==> config.mk <==
export PLATFORM = sky130hd
export DESIGN_NAME = reset_clock_mode_decoder
export DESIGN_NICKNAME = d
export VERILOG_FILES = /design/src/rtl/clk_mode_pkg.sv /design/src/rtl/reset_clock_mode_decoder.sv /design/src/rtl/ratio_table.sv
export SDC_FILE = /design/constraint.sdc
export NUM_CORES = 1
export LEC_CHECK = 0
export CAP_MARGIN = 5
export CELL_PAD_IN_SITES_DETAIL_PLACEMENT = 0
export CELL_PAD_IN_SITES_GLOBAL_PLACEMENT = 1
export CORE_ASPECT_RATIO = 0.7
export CORE_MARGIN = 2
export CORE_UTILIZATION = 47
export DETAILED_ROUTE_END_ITERATION = 12
export DONT_BUFFER_PORTS = 1
export PLACE_DENSITY = 0.77
export SYNTH_ARGS = -nofsm -noshare
export SYNTH_HDL_FRONTEND = slang
export SYNTH_SLANG_ARGS = --single-unit
==> constraint.sdc <==
create_clock -name clk_in -period 2.8 [get_ports clk_in]
set_clock_uncertainty 0.15 [all_clocks]
set_input_delay 0.14 -clock clk_in [delete_from_list [all_inputs] [get_ports clk_in]]
set_output_delay 0.14 -clock clk_in [all_outputs]
set_load 0.01 [all_outputs]
==> src/rtl/clk_mode_pkg.sv <==
/*
  Shared constants and carriers for the reset-time clock mode decoder.
  Assumes a single 10 MHz system clock and a synchronous active-high reset.
*/
package clk_mode_pkg;

  // Factors are carried in half units: a value of 7 means 3.5.
  typedef struct packed {
    logic [4:0] cpm_fast_x2;
    logic [4:0] cpm_slow_x2;
    logic [4:0] core_x2;
    logic [3:0] busdiv_x2;
    logic       valid;
  } ratio_t;

  typedef enum logic [1:0] {
    MODE_LOCAL = 2'b00,
    MODE_HOST  = 2'b01,
    MODE_AGENT = 2'b10
  } clk_mode_t;

  typedef struct packed {
    logic [3:0] high_bits;
    logic [2:0] low_bits;
    clk_mode_t  mode;
    logic       pci_slow;
    logic       cfg_word;
  } selector_t;

  localparam logic [31:0] ADDR_CTRL = 32'h0000_0000;
  localparam logic [31:0] ADDR_SEL = 32'h0000_0004;
  localparam logic [31:0] ADDR_RATIO = 32'h0000_0008;
  localparam logic [31:0] ADDR_STATUS = 32'h0000_000C;
  localparam logic [31:0] ADDR_ID = 32'h0000_0010;
  localparam logic [31:0] CTRL_RESET = 32'h0000_0000;
  localparam logic [31:0] ID_VALUE = 32'h0000_5A01;
  localparam int SEL_HIGH_LSB = 4;
  localparam int SEL_MODE_LSB = 8;
  localparam int SEL_SLOW_BIT = 10;
  localparam int SEL_CFG_BIT = 11;
  localparam int RATIO_SLOW_LSB = 5;
  localparam int RATIO_CORE_LSB = 10;
  localparam int RATIO_BUS_LSB = 15;
  localparam int RATIO_VALID_BIT = 19;

endpackage

==> src/rtl/reset_clock_mode_decoder.sv <==
/*
  Reset-time clock configuration decoder with an AHB-Lite register view.
  Assumes strap pins and the hard-reset input are asynchronous to clk_in
  and that the configuration-word high bits are held by the board during
  hard reset.
*/
// Added by the designer: the register addresses and the AHB-Lite register port.
//
// Functional notes
// (RULE1) Sample the three low strap bits while hard reset is held.
// (RULE2) In configuration-word mode four high bits extend the selector to seven.
// (RULE3) New ratios take effect only after power-on reset, not hard reset.
// (RULE4) Default codes 000-011: COMMS_PROCESSOR_CLOCK 3,3,4,4 and core 4,5,4,5.
// (RULE5) Default codes 100-111: COMMS_PROCESSOR_CLOCK 2,2,2.5,2.5 and core 2.5,3,2.5,3.
// (RULE6) High 0001 local mode: COMMS_PROCESSOR_CLOCK 2, core 4 to 8.
// (RULE7) High 1000 local mode: COMMS_PROCESSOR_CLOCK 3.5, core 3 to 4.5.
// (RULE8) Board picks input clock so core and COMMS_PROCESSOR_CLOCK stay in rated range.
// (RULE9) Mode pin high means local; else config bit picks host or agent.
// (RULE10) PCI clock-range bit low means 50-66 MHz, high means 25-50 MHz.
// (RULE11) In PCI mode range comes from line five, high bits from lines zero to three.
// (RULE12) Agent code 0100_100: COMMS_PROCESSOR_CLOCK 200 MHz, core 4.5, bus division 3.
// (RULE13) Agent high 0101: COMMS_PROCESSOR_CLOCK 5, bus division 2.5, core 2.5 to 4.5.
// (RULE14) Agent high 0110: COMMS_PROCESSOR_CLOCK 4 or 8, bus division 3, core 2.5 to 4.5.
// (RULE15) Agent high 0111: COMMS_PROCESSOR_CLOCK 3 or 6, bus division 2, core 2 to 3.5.
// (RULE16) Agent high 1000: COMMS_PROCESSOR_CLOCK 3 or 6, bus division 2.5, core 2 to 4.5.
// (RULE17) Agent high 1001: COMMS_PROCESSOR_CLOCK 4 or 8, bus division 4, core 2.5 to 4.5.
// (RULE18) Hold selector and ratios between power-on resets; flag undefined codes.
`timescale 1ns/10ps
module reset_clock_mode_decoder (
  input wire logic clk_in,
  input wire logic srst_in,
  input wire logic hard_reset_in,
  input wire logic reset_config_select,
  input wire logic [2:0] clock_mode_strap_low,
  input wire logic [3:0] clock_mode_high_bits,
  input wire logic pci_mode_in,
  input wire logic pci_cfg0_in,
  input wire logic local_gp_line0,
  input wire logic local_gp_line1,
  input wire logic local_gp_line2,
  input wire logic local_gp_line3,
  input wire logic local_gp_line5,
  input wire logic hsel,
  input wire logic [31:0] haddr,
  input wire logic [1:0] htrans,
  input wire logic hwrite,
  input wire logic [2:0] hsize,
  input wire logic [31:0] hwdata,
  input wire logic hready,
  output logic [31:0] hrdata,
  output logic hreadyout,
  output logic hresp,
  output logic [1:0] mode_out,
  output logic pci_slow_out,
  output logic [4:0] comms_processor_clock_x2_out,
  output logic [4:0] core_x2_out,
  output logic [3:0] busdiv_x2_out,
  output logic unsupported_out
);

  localparam int PIN_W = 14;

  logic [PIN_W-1:0] pins_raw;
  logic [PIN_W-1:0] pins_s1_r;
  logic [PIN_W-1:0] pins_s2_r;
  logic hard_reset_s;
  logic cfg_sel_s;
  logic [2:0] strap_s;
  logic [3:0] cfg_high_s;
  logic pci_mode_s;
  logic pci_cfg0_s;
  logic [3:0] gp_high_s;
  logic gp_slow_s;
  clk_mode_pkg::selector_t sample_r;
  clk_mode_pkg::selector_t sample_nxt;
  clk_mode_pkg::selector_t active_r;
  clk_mode_pkg::ratio_t table_ratio;
  clk_mode_pkg::ratio_t active_ratio_r;
  logic [31:0] ctrl_r;
  logic [31:0] rdata_nxt;
  logic apply_pulse_r;
  logic wr_pend_r;
  logic [31:0] wr_addr_r;

  assign pins_raw = {hard_reset_in, reset_config_select, clock_mode_strap_low, clock_mode_high_bits,
                     pci_mode_in, pci_cfg0_in, local_gp_line5,
                     local_gp_line3, local_gp_line2};

  // Pins are asynchronous, so every one passes two flops before use.
  // The synchronisers run through power-on reset so hard reset never reads as released too early.
  always_ff @(posedge clk_in) begin
    pins_s1_r <= pins_raw;
    pins_s2_r <= pins_s1_r;
  end

  logic [1:0] gp_low_s1_r;
  logic [1:0] gp_low_s2_r;
  always_ff @(posedge clk_in) begin
    gp_low_s1_r <= {local_gp_line1, local_gp_line0};
    gp_low_s2_r <= gp_low_s1_r;
  end

  assign hard_reset_s = pins_s2_r[13];
  assign cfg_sel_s = pins_s2_r[12];
  assign strap_s = pins_s2_r[11:9];
  assign cfg_high_s = pins_s2_r[8:5];
  assign pci_mode_s = pins_s2_r[4];
  assign pci_cfg0_s = pins_s2_r[3];
  assign gp_slow_s = pins_s2_r[2];
  assign gp_high_s = {gp_low_s2_r[0], gp_low_s2_r[1], pins_s2_r[0], pins_s2_r[1]};

  always_comb begin
    sample_nxt.low_bits = strap_s; // RULE1
    sample_nxt.cfg_word = cfg_sel_s;
    if (pci_mode_s) begin
      sample_nxt.mode = clk_mode_pkg::MODE_LOCAL; // RULE9
      sample_nxt.pci_slow = 1'b0;
      sample_nxt.high_bits = cfg_sel_s ? cfg_high_s : 4'h0; // RULE2
    end else begin
      sample_nxt.mode = pci_cfg0_s ? clk_mode_pkg::MODE_AGENT : clk_mode_pkg::MODE_HOST; // RULE9
      sample_nxt.pci_slow = gp_slow_s; // RULE10 RULE11
      sample_nxt.high_bits = gp_high_s; // RULE11
    end
  end

  // Tracks the pins for as long as hard reset is held, then freezes.
  always_ff @(posedge clk_in) begin
    if (srst_in) begin
      sample_r <= '0;
    end else if (hard_reset_s) begin
      sample_r <= sample_nxt; // RULE1
    end
  end

  ratio_table u_table (
    .high_bits_in(sample_r.high_bits),
    .low_bits_in(sample_r.low_bits),
    .cfg_word_in(sample_r.cfg_word),
    .mode_in(sample_r.mode),
    .ratio_out(table_ratio)
  );

  // srst_in stands for power-on reset. The first cycle after it with hard reset released applies,
  // and later hard resets only refresh the sample, never the active set.
  always_ff @(posedge clk_in) begin
    if (srst_in) begin
      apply_pulse_r <= 1'b1;
    end else if (apply_pulse_r && !hard_reset_s) begin
      apply_pulse_r <= 1'b0;
    end
  end

  always_ff @(posedge clk_in) begin
    if (srst_in) begin
      active_r <= '0;
      active_ratio_r <= '0;
    end else if (apply_pulse_r && !hard_reset_s) begin
      active_r <= sample_r; // RULE3
      active_ratio_r <= table_ratio; // RULE18
    end
  end

  always_ff @(posedge clk_in) begin
    if (srst_in) begin
      mode_out <= 2'b00;
      pci_slow_out <= 1'b0;
      comms_processor_clock_x2_out <= '0;
      core_x2_out <= '0;
      busdiv_x2_out <= '0;
      unsupported_out <= 1'b0;
    end else begin
      mode_out <= active_r.mode;
      pci_slow_out <= active_r.pci_slow;
      comms_processor_clock_x2_out <= active_r.pci_slow ? active_ratio_r.cpm_slow_x2
                                                        : active_ratio_r.cpm_fast_x2;
      core_x2_out <= active_ratio_r.core_x2;
      busdiv_x2_out <= active_ratio_r.busdiv_x2;
      unsupported_out <= !apply_pulse_r && !active_ratio_r.valid; // RULE18
    end
  end

  // AHB-Lite slave: zero wait states, OKAY always.
  always_ff @(posedge clk_in) begin
    if (srst_in) begin
      wr_pend_r <= 1'b0;
      wr_addr_r <= '0;
    end else if (hready) begin
      wr_pend_r <= hsel && htrans[1] && hwrite;
      wr_addr_r <= haddr;
    end
  end

  always_ff @(posedge clk_in) begin
    if (srst_in) begin
      ctrl_r <= clk_mode_pkg::CTRL_RESET;
    end else if (wr_pend_r && wr_addr_r == clk_mode_pkg::ADDR_CTRL) begin
      ctrl_r <= {31'h0000_0000, hwdata[0]};
    end
  end

  always_comb begin
    rdata_nxt = 32'h0000_0000;
    unique case (haddr)
      clk_mode_pkg::ADDR_CTRL: rdata_nxt = ctrl_r;
      clk_mode_pkg::ADDR_SEL: begin
        rdata_nxt[2:0] = active_r.low_bits;
        rdata_nxt[clk_mode_pkg::SEL_HIGH_LSB +: 4] = active_r.high_bits;
        rdata_nxt[clk_mode_pkg::SEL_MODE_LSB +: 2] = active_r.mode;
        rdata_nxt[clk_mode_pkg::SEL_SLOW_BIT] = active_r.pci_slow;
        rdata_nxt[clk_mode_pkg::SEL_CFG_BIT] = active_r.cfg_word;
      end
      clk_mode_pkg::ADDR_RATIO: begin
        rdata_nxt[4:0] = active_ratio_r.cpm_fast_x2;
        rdata_nxt[clk_mode_pkg::RATIO_SLOW_LSB +: 5] = active_ratio_r.cpm_slow_x2;
        rdata_nxt[clk_mode_pkg::RATIO_CORE_LSB +: 5] = active_ratio_r.core_x2;
        rdata_nxt[clk_mode_pkg::RATIO_BUS_LSB +: 4] = active_ratio_r.busdiv_x2;
        rdata_nxt[clk_mode_pkg::RATIO_VALID_BIT] = active_ratio_r.valid;
      end
      clk_mode_pkg::ADDR_STATUS: begin
        rdata_nxt[0] = hard_reset_s;
        rdata_nxt[1] = unsupported_out;
        rdata_nxt[2] = sample_r != active_r;
        rdata_nxt[3] = ctrl_r[0] ? table_ratio.valid : 1'b0;
      end
      clk_mode_pkg::ADDR_ID: rdata_nxt = clk_mode_pkg::ID_VALUE;
      default: rdata_nxt = 32'h0000_0000;
    endcase
  end

  always_ff @(posedge clk_in) begin
    if (srst_in) begin
      hrdata <= 32'h0000_0000;
    end else if (hready && hsel && htrans[1] && !hwrite) begin
      hrdata <= rdata_nxt;
    end
  end

  always_ff @(posedge clk_in) begin
    if (srst_in) begin
      hreadyout <= 1'b0;
      hresp <= 1'b0;
    end else begin
      hreadyout <= 1'b1;
      hresp <= 1'b0;
    end
  end

  // Checks.
  // Short terms for the table spot checks below.
  logic agent_sel;
  logic ext_local_sel;
  assign agent_sel = sample_r.mode == clk_mode_pkg::MODE_AGENT;
  assign ext_local_sel = sample_r.cfg_word && sample_r.mode == clk_mode_pkg::MODE_LOCAL;
  hold_active_a: assert property (@(posedge clk_in) disable iff (srst_in) // RULE3
    !apply_pulse_r |=> $stable(active_r))
    else $error("active selector changed without power-on reset");
  hard_hold_a: assert property (@(posedge clk_in) disable iff (srst_in) // RULE1
    !hard_reset_s |=> $stable(sample_r))
    else $error("sample moved outside hard reset");
  local_mode_a: assert property (@(posedge clk_in) disable iff (srst_in) // RULE9
    hard_reset_s && pci_mode_s |=> sample_r.mode == clk_mode_pkg::MODE_LOCAL)
    else $error("mode pin high did not give local mode");
  agent_mode_a: assert property (@(posedge clk_in) disable iff (srst_in) // RULE9
    hard_reset_s && !pci_mode_s && pci_cfg0_s |=> sample_r.mode == clk_mode_pkg::MODE_AGENT)
    else $error("agent mode not decoded");
  range_bit_a: assert property (@(posedge clk_in) disable iff (srst_in) // RULE10
    hard_reset_s && !pci_mode_s |=> sample_r.pci_slow == $past(gp_slow_s))
    else $error("clock range bit not taken from line five");
  default_ratio_a: assert property (@(posedge clk_in) disable iff (srst_in) // RULE4
    !sample_r.cfg_word && sample_r.mode == clk_mode_pkg::MODE_LOCAL && sample_r.low_bits == 3'h1
      |-> table_ratio.cpm_fast_x2 == 5'h06 && table_ratio.core_x2 == 5'h0A)
    else $error("default code 001 gave wrong ratios");
  agent_bus_a: assert property (@(posedge clk_in) disable iff (srst_in) // RULE17
    sample_r.mode == clk_mode_pkg::MODE_AGENT && sample_r.high_bits == 4'h9 && sample_r.low_bits == 3'h2
      |-> table_ratio.busdiv_x2 == 4'h8 && table_ratio.core_x2 == 5'h07)
    else $error("agent code 1001_010 gave wrong ratios");
  unsup_flag_a: assert property (@(posedge clk_in) disable iff (srst_in) // RULE18
    !apply_pulse_r && !active_ratio_r.valid |=> unsupported_out)
    else $error("undefined code not flagged");
  cpm_out_a: assert property (@(posedge clk_in) disable iff (srst_in) // RULE10
    active_r.pci_slow |=> comms_processor_clock_x2_out == $past(active_ratio_r.cpm_slow_x2))
    else $error("slow clock factor not selected");

  low_take_a: assert property (@(posedge clk_in) disable iff (srst_in) // RULE1
    hard_reset_s
    |=> sample_r.low_bits == $past(strap_s))
    else $error("strap bits not taken");
  cfg_high_a: assert property (@(posedge clk_in) disable iff (srst_in) // RULE2
    hard_reset_s && pci_mode_s && cfg_sel_s
    |=> sample_r.high_bits == $past(cfg_high_s))
    else $error("word high bits not taken");
  gp_high_a: assert property (@(posedge clk_in) disable iff (srst_in) // RULE11
    hard_reset_s && !pci_mode_s
    |=> sample_r.high_bits == $past(gp_high_s))
    else $error("line high bits not taken");
  host_mode_a: assert property (@(posedge clk_in) disable iff (srst_in) // RULE9
    hard_reset_s && !pci_mode_s && !pci_cfg0_s
    |=> sample_r.mode == clk_mode_pkg::MODE_HOST)
    else $error("host mode not decoded");
  apply_once_a: assert property (@(posedge clk_in) disable iff (srst_in) // RULE3
    apply_pulse_r && !hard_reset_s
    |=> !apply_pulse_r && active_r == $past(sample_r))
    else $error("sample not applied once");
  default_hi_a: assert property (@(posedge clk_in) disable iff (srst_in) // RULE5
    !sample_r.cfg_word && sample_r.mode == clk_mode_pkg::MODE_LOCAL && sample_r.low_bits == 3'h6
    |-> table_ratio.cpm_fast_x2 == 5'h05 && table_ratio.core_x2 == 5'h05)
    else $error("default code 110 wrong");
  local_ext_a: assert property (@(posedge clk_in) disable iff (srst_in) // RULE6
    ext_local_sel && sample_r.high_bits == 4'h1 && sample_r.low_bits == 3'h4
    |-> table_ratio.cpm_fast_x2 == 5'h04 && table_ratio.core_x2 == 5'h10)
    else $error("local code 0001_100 wrong");
  local_fast_a: assert property (@(posedge clk_in) disable iff (srst_in) // RULE7
    ext_local_sel && sample_r.high_bits == 4'h8 && sample_r.low_bits == 3'h2
    |-> table_ratio.cpm_fast_x2 == 5'h07 && table_ratio.core_x2 == 5'h07)
    else $error("local code 1000_010 wrong");
  agent_top_a: assert property (@(posedge clk_in) disable iff (srst_in) // RULE12
    agent_sel && sample_r.high_bits == 4'h4 && sample_r.low_bits == 3'h4
    |-> table_ratio.cpm_slow_x2 == 5'h0C && table_ratio.core_x2 == 5'h09 && table_ratio.busdiv_x2 == 4'h6)
    else $error("agent code 0100_100 wrong");
  agent_five_a: assert property (@(posedge clk_in) disable iff (srst_in) // RULE13
    agent_sel && sample_r.high_bits == 4'h5 && sample_r.low_bits == 3'h0
    |-> table_ratio.cpm_fast_x2 == 5'h0A && table_ratio.core_x2 == 5'h05 && table_ratio.busdiv_x2 == 4'h5)
    else $error("agent code 0101_000 wrong");
  agent_six_a: assert property (@(posedge clk_in) disable iff (srst_in) // RULE14
    agent_sel && sample_r.high_bits == 4'h6 && sample_r.low_bits == 3'h0
    |-> table_ratio.cpm_slow_x2 == 5'h10 && table_ratio.core_x2 == 5'h05 && table_ratio.busdiv_x2 == 4'h6)
    else $error("agent code 0110_000 wrong");
  agent_seven_a: assert property (@(posedge clk_in) disable iff (srst_in) // RULE15
    agent_sel && sample_r.high_bits == 4'h7 && sample_r.low_bits == 3'h3
    |-> table_ratio.cpm_fast_x2 == 5'h06 && table_ratio.core_x2 == 5'h07 && table_ratio.busdiv_x2 == 4'h4)
    else $error("agent code 0111_011 wrong");
  agent_eight_a: assert property (@(posedge clk_in) disable iff (srst_in) // RULE16
    agent_sel && sample_r.high_bits == 4'h8 && sample_r.low_bits == 3'h5
    |-> table_ratio.cpm_slow_x2 == 5'h0C && table_ratio.core_x2 == 5'h09 && table_ratio.busdiv_x2 == 4'h5)
    else $error("agent code 1000_101 wrong");
  host_unsup_a: assert property (@(posedge clk_in) disable iff (srst_in) // RULE18
    sample_r.mode == clk_mode_pkg::MODE_HOST
    |-> !table_ratio.valid)
    else $error("host mode not flagged");

  apply_c: cover property (@(posedge clk_in) disable iff (srst_in) apply_pulse_r ##1 !apply_pulse_r);
  agent_c: cover property (@(posedge clk_in) disable iff (srst_in) mode_out == 2'b10);
  unsup_c: cover property (@(posedge clk_in) disable iff (srst_in) unsupported_out);
  host_c: cover property (@(posedge clk_in) disable iff (srst_in) mode_out == 2'b01);
  ext_c: cover property (@(posedge clk_in) disable iff (srst_in) active_r.cfg_word && active_ratio_r.valid);

endmodule // reset_clock_mode_decoder

==> src/rtl/ratio_table.sv <==
/*
  Combinational lookup from the seven-bit mode selector to clock factors.
  Assumes its inputs are already stable, latched copies.
*/
`timescale 1ns/10ps
module ratio_table (
  input wire logic [3:0] high_bits_in,
  input wire logic [2:0] low_bits_in,
  input wire logic cfg_word_in,
  input wire clk_mode_pkg::clk_mode_t mode_in,
  output clk_mode_pkg::ratio_t ratio_out
);

  always_comb begin
    ratio_out = '0;
    if (!cfg_word_in && mode_in == clk_mode_pkg::MODE_LOCAL) begin
      ratio_out.valid = 1'b1;
      ratio_out.busdiv_x2 = 4'h2;
      // Low half assumes a 33 MHz input, upper half 66 MHz.
      if (!low_bits_in[2]) begin
        ratio_out.cpm_fast_x2 = low_bits_in[1] ? 5'h08 : 5'h06; // RULE4
        ratio_out.core_x2 = low_bits_in[0] ? 5'h0A : 5'h08; // RULE4
      end else begin
        ratio_out.cpm_fast_x2 = low_bits_in[1] ? 5'h05 : 5'h04; // RULE5
        ratio_out.core_x2 = low_bits_in[0] ? 5'h06 : 5'h05; // RULE5
      end
      ratio_out.cpm_slow_x2 = ratio_out.cpm_fast_x2;
    end else if (mode_in == clk_mode_pkg::MODE_LOCAL) begin
      if (high_bits_in == 4'h1 && low_bits_in <= 3'h4) begin
        ratio_out.valid = 1'b1; // RULE6
        ratio_out.cpm_fast_x2 = 5'h04;
        ratio_out.core_x2 = 5'(5'h08 + {low_bits_in, 1'b0});
      end else if (high_bits_in == 4'h8 && low_bits_in >= 3'h1 && low_bits_in <= 3'h4) begin
        ratio_out.valid = 1'b1; // RULE7
        ratio_out.cpm_fast_x2 = 5'h07;
        ratio_out.core_x2 = 5'(5'h05 + low_bits_in);
      end
      ratio_out.cpm_slow_x2 = ratio_out.cpm_fast_x2;
      ratio_out.busdiv_x2 = ratio_out.valid ? 4'h2 : 4'h0;
    end else if (mode_in == clk_mode_pkg::MODE_AGENT) begin
      unique case (high_bits_in)
        4'h4: if (low_bits_in == 3'h4) begin
          ratio_out = '{5'h06, 5'h0C, 5'h09, 4'h6, 1'b1}; // RULE12
        end
        4'h5: if (low_bits_in <= 3'h4) begin
          ratio_out = '{5'h0A, 5'h0A, 5'(5'h05 + low_bits_in), 4'h5, 1'b1}; // RULE13
        end
        4'h6: if (low_bits_in <= 3'h4) begin
          ratio_out = '{5'h08, 5'h10, 5'(5'h05 + low_bits_in), 4'h6, 1'b1}; // RULE14
        end
        4'h7: if (low_bits_in <= 3'h3) begin
          ratio_out = '{5'h06, 5'h0C, 5'(5'h04 + low_bits_in), 4'h4, 1'b1}; // RULE15
        end
        4'h8: if (low_bits_in <= 3'h5) begin
          ratio_out = '{5'h06, 5'h0C, 5'(5'h04 + low_bits_in), 4'h5, 1'b1}; // RULE16
        end
        4'h9: if (low_bits_in <= 3'h4) begin
          ratio_out = '{5'h08, 5'h10, 5'(5'h05 + low_bits_in), 4'h8, 1'b1}; // RULE17
        end
        default: ratio_out = '0; // RULE18
      endcase
    end
  end

endmodule // ratio_table

Word-level counts from Yosys, hierarchy flattened
Cells that the tools add are included.

Bits in registers: 148. Input port bits: 90. Output and inout bits: 52. Logic and storage cells: 108.

$add $sub $neg: 3. $lt $le $gt $ge: 4. Eq/ne operators: 14. Multiplexer cells: 36. Reductions and logical operators: 20.

Operators by type and width (number): one-hot mux 20 bit (6 select lines) (1); equality test 32 x 4 -> 1 bit (second input constant) (2); logical NOT 32 bit (2); two-way mux 20 bit (3); two-way mux 19 bit (3); two-way mux 18 bit (3); equality test 32 x 3 -> 1 bit (second input constant) (1); equality test 32 x 5 -> 1 bit (second input constant) (1); two-way mux 5 bit (6); one-hot mux 8 bit (3 select lines) (1); equality test 4 x 3 -> 1 bit (second input constant) (4); one-hot mux 8 bit (2 select lines) (1); one-hot mux 3 bit (5 select lines) (1); logical AND 1 bit (12); two-way mux 4 bit (3); != test 11 bit (1); adder 3 x 3 -> 4 bit (first input constant) (2); equality test 4 bit (second input constant) (2); two-way mux 2 bit (4); two-way mux 1 bit (7); less-or-equal comparator 3 bit (second input constant) (2); two-way mux 3 bit (2); adder 4 x 4 -> 5 bit (first input constant) (1); logical NOT 1 bit (5); other kinds (7) (7).

Logic depth before layout (Yosys ltp)
Gate-level depths: netlist (run 1).

Word-level depth: 12. Gate-level depth with buffers: 8. Mapped depth without buffers: 7.

By module
Synthesis (run 1) repeated with hierarchy kept, for this count alone.

Cell total of the unflattened synthesis: 634. Area total of the unflattened synthesis: 5861.9 um^2.

Modules (own cells, without submodules): reset_clock_mode_decoder (instances 1, cells each 547, area an instance 5288.8 um^2, seq. area each 2962.8 um^2); ratio_table (instances 1, cells each 87, area an instance 573.0 um^2, seq. area each 0.0 um^2).

Least setup slack after synthesis (run 1)
OpenSTA, ideal clock, no wires.

Path kind: register to register. Start: register sample_r[5] (netlist name). End: register active_ratio_r[16] (netlist name). Library setup time: 0.120 ns. Arrival time: 1.772 ns. Data required time: 2.530 ns. Setup slack: 0.758 ns. Stages on the path, launching flop included: 9. Buffers on the path: 1. Clock period less this slack: 2.042 ns. Cells stage by stage: dfxtp_1 -> buf_2 -> inv_1 -> ha_1 -> or4_1 -> nand4_2 -> o31a_1 -> a21boi_1 -> a21oi_1.

Cells in the longest elaborated chain, start to end: 7. Elaborated cells between the ends (all ways): 20. Classes of those cells: order compare (4); eq/ne (1); mux (12); reduce/logical (3).

RTL lines: start, declared (RTL line reset_clock_mode_decoder.sv:74) `clk_mode_pkg::selector_t sample_r;`; start signal, assigned (RTL line reset_clock_mode_decoder.sv:131) `sample_r <= sample_nxt;`; branches (longest 6 deep; another with less-or-equal comparator 3 bit); two-way mux 20 bit * (RTL line ratio_table.sv:16) `if (!cfg_word_in && mode_in == clk_mode_pkg::MODE_LOCAL) begin`; end signal, assigned (RTL line reset_clock_mode_decoder.sv:159) `active_ratio_r <= table_ratio;`; end, declared (RTL line reset_clock_mode_decoder.sv:78) `clk_mode_pkg::ratio_t active_ratio_r;`.

Every way passes the cells marked *. A chain may end at the register's enable or synchronous reset.

Worst setup path after layout (run 1)
Ends and elaborated chain as after synthesis.

==> results.json, run 1 <==
{
  "status": "finished, final reports clean",
  "viasPerCell": 5.517,
  "rsz0062_at_grt": "false",
  "synth_top_cell_area_share_pct": 50.77,
  "antenna_found_initial": 0,
  "critPathLaunchType": "flop",
  "die_h_um": 96.28,
  "globalRouteOverflowTotal": 0,
  "grt_pass1_vias": 4335,
  "final_hold_viol_count": 0,
  "cts_tree": "done",
  "critical_path_peak_fanout": 5,
  "die_w_um": 135.8,
  "ctsLongestPathBuffers": 2,
  "io_buffers": 0,
  "synth.area.top_cells": "dfxtp_1, mux2i_1, nor2_1",
  "fin_nets": 765,
  "nFillCells": 1013,
  "dieArea_um2": 13080,
  "async_reset_ff_share_pct": 0,
  "final_antenna_net_count": 0,
  "maxCapViolations": 0,
  "critical_path_class": "flop to flop",
  "num_rows": 33,
  "cellLeakagePower_nw": 2.737,
  "ys_seq_area_share_pct": 50.77,
  "synth_area_um2": 5718,
  "setup_ws_ns": 0.5362,
  "ys_ff_latch": 145,
  "fin_setup_tns_ns": 0,
  "dr_total_vias": 4640,
  "yosysUniqueCellTypes": 71,
  "cts.sinks": 145,
  "placed_area_um2": 5789,
  "root_buffer": "clkbuf_16",
  "syn_avg_cell_area_um2": 9.546,
  "pin_count": 142,
  "worst_slew_pin_slew_ns": 0.7736,
  "synth.largest_area_cell": "dfxtp_1",
  "worstSetupEndpointType": "flop",
  "track_usage_pct": 24.49,
  "drt_iter0_drc": 295,
  "period_minus_slack_ns": 2.264,
  "dp.final_hpwl_um": 10250,
  "cp_data_required_time_ns": 2.94,
  "first_pass_iters": 4,
  "initial_core_util_pct": 48.59,
  "crit_arrival_ns": 2.41,
  "syn_to_final_growth_pct": 25.93,
  "cts_buffers": 17,
  "diodes": 0,
  "finalCritPeriodShare_pct": 80.85,
  "p_per_area_nw_per_um2": 680.9,
  "path_clk_slew_ns": 0.06,
  "fmax_mhz": 441.7,
  "grt_pass1_wl_um": 23920,
  "drt_wl_total_um": 15310,
  "synthFlopType": "dfxtp_1",
  "post_drt_wl_per_cell_um": 18.20,
  "cts-resized-gates": 0,
  "ys_warn_count": 0,
  "ff_latch_area_um2": 2903,
  "drc": 0,
  "worst-r2r-setup-slack_ns": 0.54,
  "ir_worst_vdd_v": 0.0004244,
  "netlist_instances": 599,
  "core-area_um2": 11770,
  "layout-drive-gt1-share_pct": 9.357,
  "synth_edf_count": 0,
  "htree_levels": 4,
  "multi_input_area_um2": 2574,
  "dp_cells": 729,
  "setup_viol": 0,
  "stdcell_count": 841,
  "max_slew_margin_pct": 48.24,
  "grt_max_degree": 94,
  "clk_latency_ns": 0.42,
  "min_path_type": "input pin to flop",
  "design_area_um2": 7201,
  "slew_viol_final": 0,
  "gp_congestion": 0.8701,
  "place_ws_ns": 0.5641
}
per-layer routing:
metal  wire, µm  up-vias  track usage [%]
li1           -     2226                -
met1       7661     2213            35.96
met2       6240      184            34.18
met3       1269       17            7.794
met4        135        0            6.771
met5          0        -                0
final timing paths:
kind         cells past startpoint                  to         start
max reg2reg                      7  active_ratio_r[16]   sample_r[5]
min                              4           hrdata[2]      haddr[3]
max                              7  active_ratio_r[16]   sample_r[5]
min reg2reg                      0        pins_s2_r[2]  pins_s1_r[2]
where the power goes:
part	internal, mW	switching (mW)	total, mW
Sequential	2.15	0.0837	2.24
Combinational	0.211	0.212	0.423
Clock	1.32	0.918	2.24
Total	3.69	1.21	4.90
Yosys cell counts (all sizes together) (3+ instances only):
master  instances
inv             7
a22oi           5
nand2b          9
buf            28
o22ai           4
mux2i          41
a211oi          3
o21ai          23
nor2           66
dfxtp         145
nand4b          4
a31oi           6
ha              4
nor3            8
nand3          19
nor3b           3
xnor2          11
nor2b          19
clkbuf         23
a311oi          6
nor4           17
a21oi          40
nand2          58
nand4           8
cells in the final DEF (no fill, tap or decap), drive strengths merged, types with 3 or more instances in the layout:
master,netlist,final
a211oi,3,3
a311oi,6,6
nand4b,4,4
xnor2,11,11
clkbuf,23,18
a22oi,5,5
nand3,19,19
clkinvlp,0,3
o21ai,23,23
conb,1,13
mux2i,41,41
nor2,66,66
a31oi,6,6
buf,28,14
dfxtp,145,145
clkinv,0,5
inv,7,11
nor3b,3,3
nand2,58,58
dlygate4sd3,0,78
a21oi,40,40
nor2b,19,19
nand4,8,8
o22ai,4,4
nand2b,9,9
ha,4,4
nor4,17,17
nor3,8,8
timing repair:
item	4_1_cts	5_1_grt
setup endpoints to repair	0	0
hold endpoints to repair	121	0
hold buffers	80	0
buffers inserted	0	0
cell families after synthesis:
| kind of cell | count (synthesis) | share of synthesized area (%) |
|---|---|---|
| other | 1 | 0.06558 |
| and+or+nand+nor | 225 | 20.70 |
| DFF | 145 | 50.77 |
| AOI/OAI and AO/OA | 110 | 12.82 |
| adders and majority gates | 4 | 0.8753 |
| muxes | 43 | 7.768 |
| xor gates and xnor gates | 13 | 1.991 |
| buffers and inverters | 58 | 5.011 |
worst max-delay path, cell delays in order, from the launching register on:
cell and delay (ns):
dfxtp_1 0.46, inv_1 0.15, ha_1 0.25, or4_1 0.42
nand4_2 0.16, o31a_1 0.21, a21boi_1 0.24, a21oi_1 0.10
sequential cells by signal, indices dropped and copies added, names as in the netlist, 4 cells and up:
signal and count:
sample_r 11, pins_s2_r 14, hrdata 20, wr_addr_r 32, pins_s1_r 14, busdiv_x2_out 4
active_r 11, core_x2_out 5, active_ratio_r 17, comms_processor_clock_x2_out 5
metrics by stage:
step / total power [mW] / util [%] / hold WS, ns
final: 4.903 / 61.19 / 0.03313
after global routing: 5.075 / 61.19 / 0.03788
after CTS: 4.921 / 61.19 / 0.005382
after global placement: 2.553 / 49.20 / 0.01776
after detailed placement: 2.559 / 49.20 / 0.01776
after floorplan: 2.518 / - / 0.01772
final cells by class:
type                    instances  share of cell area (%)
flip-flops and latches        145                   40.31
clock buffers                  18                   5.960
well taps                     157                   2.728
repair buffers                 92                   12.75
clock inverters                14                   2.137
multi-input cells             408                   35.74
inverters                       7                  0.3649
Power figures use the tool's default switching activity.
==> inputs of run 2 (changes only) <==
--- a/config.mk
+++ b/config.mk
@@ -10,10 +10,10 @@
 export CELL_PAD_IN_SITES_GLOBAL_PLACEMENT = 1
 export CORE_ASPECT_RATIO = 0.7
 export CORE_MARGIN = 2
-export CORE_UTILIZATION = 47
+export CORE_UTILIZATION = 42
 export DETAILED_ROUTE_END_ITERATION = 12
 export DONT_BUFFER_PORTS = 1
-export PLACE_DENSITY = 0.77
+export PLACE_DENSITY = 0.73
 export SYNTH_ARGS = -nofsm -noshare
 export SYNTH_HDL_FRONTEND = slang
 export SYNTH_SLANG_ARGS = --single-unit
==> constraint.sdc (replaced) <==
create_clock -name clk_in -period 1.9 [get_ports clk_in]
set_clock_uncertainty 0.15 [all_clocks]
set_input_delay 0.095 -clock clk_in [delete_from_list [all_inputs] [get_ports clk_in]]
set_output_delay 0.095 -clock clk_in [all_outputs]
set_load 0.01 [all_outputs]
==> run 2 against run 1 <==
The flow now finishes with violations (setup timing). Non-clock buffer count up 49. Critical path depth unchanged. Global-route usage down 1.5 points. Worst setup slack worse by 0.56 ns. Sequential cell count unchanged. Register-to-register slack worse by 0.56 ns. Die area up 11%. Hold slack worse by 0.0029 ns. Fmax up 18%. Utilization down 1.9 points.
==> results.json, run 2 (synthesized netlist as in run 1, its figures left out) <==
{
  "status": "finished with violations",
  "violations": "setup timing",
  "track_usage_pct": 22.99,
  "placed_area_um2": 6137,
  "p_per_area_nw_per_um2": 936.1,
  "finalCritPeriodShare_pct": 101.4,
  "p_comb_share_pct": 9.9,
  "io_buffers": 0,
  "initial_core_util_pct": 43.24,
  "fin_nets": 814,
  "ir_worst_vdd_v": 0.0005981,
  "gp_congestion": 0.8657,
  "core-area_um2": 13230,
  "mostFrequentLayoutCell": "dfxtp_1",
  "crit_arrival_ns": 2.11,
  "drc": 0,
  "pin_count": 142,
  "diodes": 0,
  "switching_power_mw": 1.920,
  "ctsLongestPathBuffers": 2,
  "p_clk_share_pct": 45.4,
  "die_w_um": 143.5,
  "dieArea_um2": 14580,
  "globalRouteOverflowTotal": 0,
  "cts_buffers": 17,
  "rsz0062_at_grt": "true",
  "internal-power_mw": 5.422,
  "worstSetupEndpointType": "flop",
  "final_antenna_net_count": 0,
  "largest_register_ffs": 32,
  "first_pass_iters": 4,
  "drt_iter0_drc": 309,
  "dp.final_hpwl_um": 10900,
  "critPathLaunchType": "flop",
  "switching_share_pct": 26.15,
  "cp_data_required_time_ns": 2.08,
  "htree_levels": 4,
  "grt_pass1_vias": 4634,
  "path_clk_slew_ns": 0.07,
  "max_slew_margin_pct": 49.18,
  "dr_total_vias": 4864,
  "setup_viol": 3,
  "fin_setup_tns_ns": -0.03817,
  "root_buffer": "clkbuf_16",
  "setup_ws_ns": -0.02635,
  "reg_top3": "wr_addr_r (32), hrdata (20), active_ratio_r (17)",
  "viasPerCell": 5.298,
  "syn_to_final_growth_pct": 37.18,
  "cts.sinks": 145,
  "worst_slew_pin_slew_ns": 0.7623,
  "hold_slack_ns": 0.03021,
  "ff_latch_area_um2": 2914,
  "layout-drive-gt1-share_pct": 19.92,
  "min_path_type": "input pin to flop",
  "total_power_mw": 7.343,
  "clk_latency_ns": 0.42,
  "maxCapViolations": 0,
  "drt_wl_total_um": 16380,
  "final_util_pct": 59.31,
  "grt_pass1_wl_um": 25340,
  "nFillCells": 1137,
  "layout_common_cells": "dfxtp_1, dlygate4sd3_1, nor2_1, nand2_1, buf_4",
  "period_minus_slack_ns": 1.926,
  "num_rows": 35,
  "post_drt_wl_per_cell_um": 17.85,
  "grt_max_degree": 74,
  "fmax_mhz": 519.1,
  "cellLeakagePower_nw": 3.054,
  "antenna_found_initial": 0,
  "pwr-share-seq_pct": 44.7,
  "critical_path_peak_fanout": 4,
  "cts_tree": "done",
  "design_area_um2": 7844,
  "multi_input_area_um2": 2749,
  "slew_viol_final": 0,
  "top_register": "wr_addr_r",
  "final_hold_viol_count": 0,
  "die_h_um": 101.6,
  "critical_path_class": "flop to flop"
}
-- run 2: worst max-delay path: stages, from the launching register on --
cell      delay, ns
dfxtp_4        0.37
inv_4          0.04
ha_2           0.18
nand2b_4       0.17
and3_4         0.20
o31a_1         0.31
a221o_1        0.34
o31ai_2        0.06
-- run 2: what timing repair did --
action	4_1_cts	5_1_grt
endpoints found under the setup margin	10	23
pin swaps	6	10
setup buffers	3	8
endpoints found under the hold margin	129	0
hold buffers	80	0
resized for setup	14	30
-- run 2: final timing paths --
| kind | startpoint | end | slack (ns) | cells after the start |
|---|---|---|---|---|
| worst min register to register | gp_low_s1_r[0] | gp_low_s2_r[0] | 0.17 | 0 |
| worst max register to register | sample_r[5] | active_ratio_r[5] | -0.03 | 7 |
| worst max-delay path | sample_r[5] | active_ratio_r[5] | -0.03 | 7 |
| worst min-delay path | haddr[2] | hrdata[2] | 0.03 | 5 |
-- run 2: routing by layer --
layer	vias up	global-route usage (%)	share of wire, %
li1	2329	-	-
met1	2369	33.29	49
met2	155	32.86	42
met3	11	7.518	7.7
met4	0	6.109	0.92
met5	-	0	0
-- run 2: stage by stage --
step | worst slack [ns] | std cells
floorplan | 0.009402 | 611
finish | -0.02635 | 918
detailed placement | -0.1395 | 795
global route | -0.07824 | 918
global placement | -0.1277 | 795
CTS | -0.003550 | 910
-- run 2: cell type report --
cell class,count,share of cell area (%)
multi-input combinational,408,35.05
tap,185,2.951
clock inverter,15,2.106
sequential,145,37.15
inverter,7,0.3669
clock buffer,17,5.424
timing repair buffer,141,16.96
-- run 2: power groups by stage --
stage	sequential [mW]	clock, mW	combinational, mW
floorplan	3.30	0	0.418
global placement	3.34	0	0.482
detailed placement	3.35	0	0.490
CTS	3.28	3.38	0.678
global route	3.29	3.52	0.787
finish	3.28	3.33	0.729
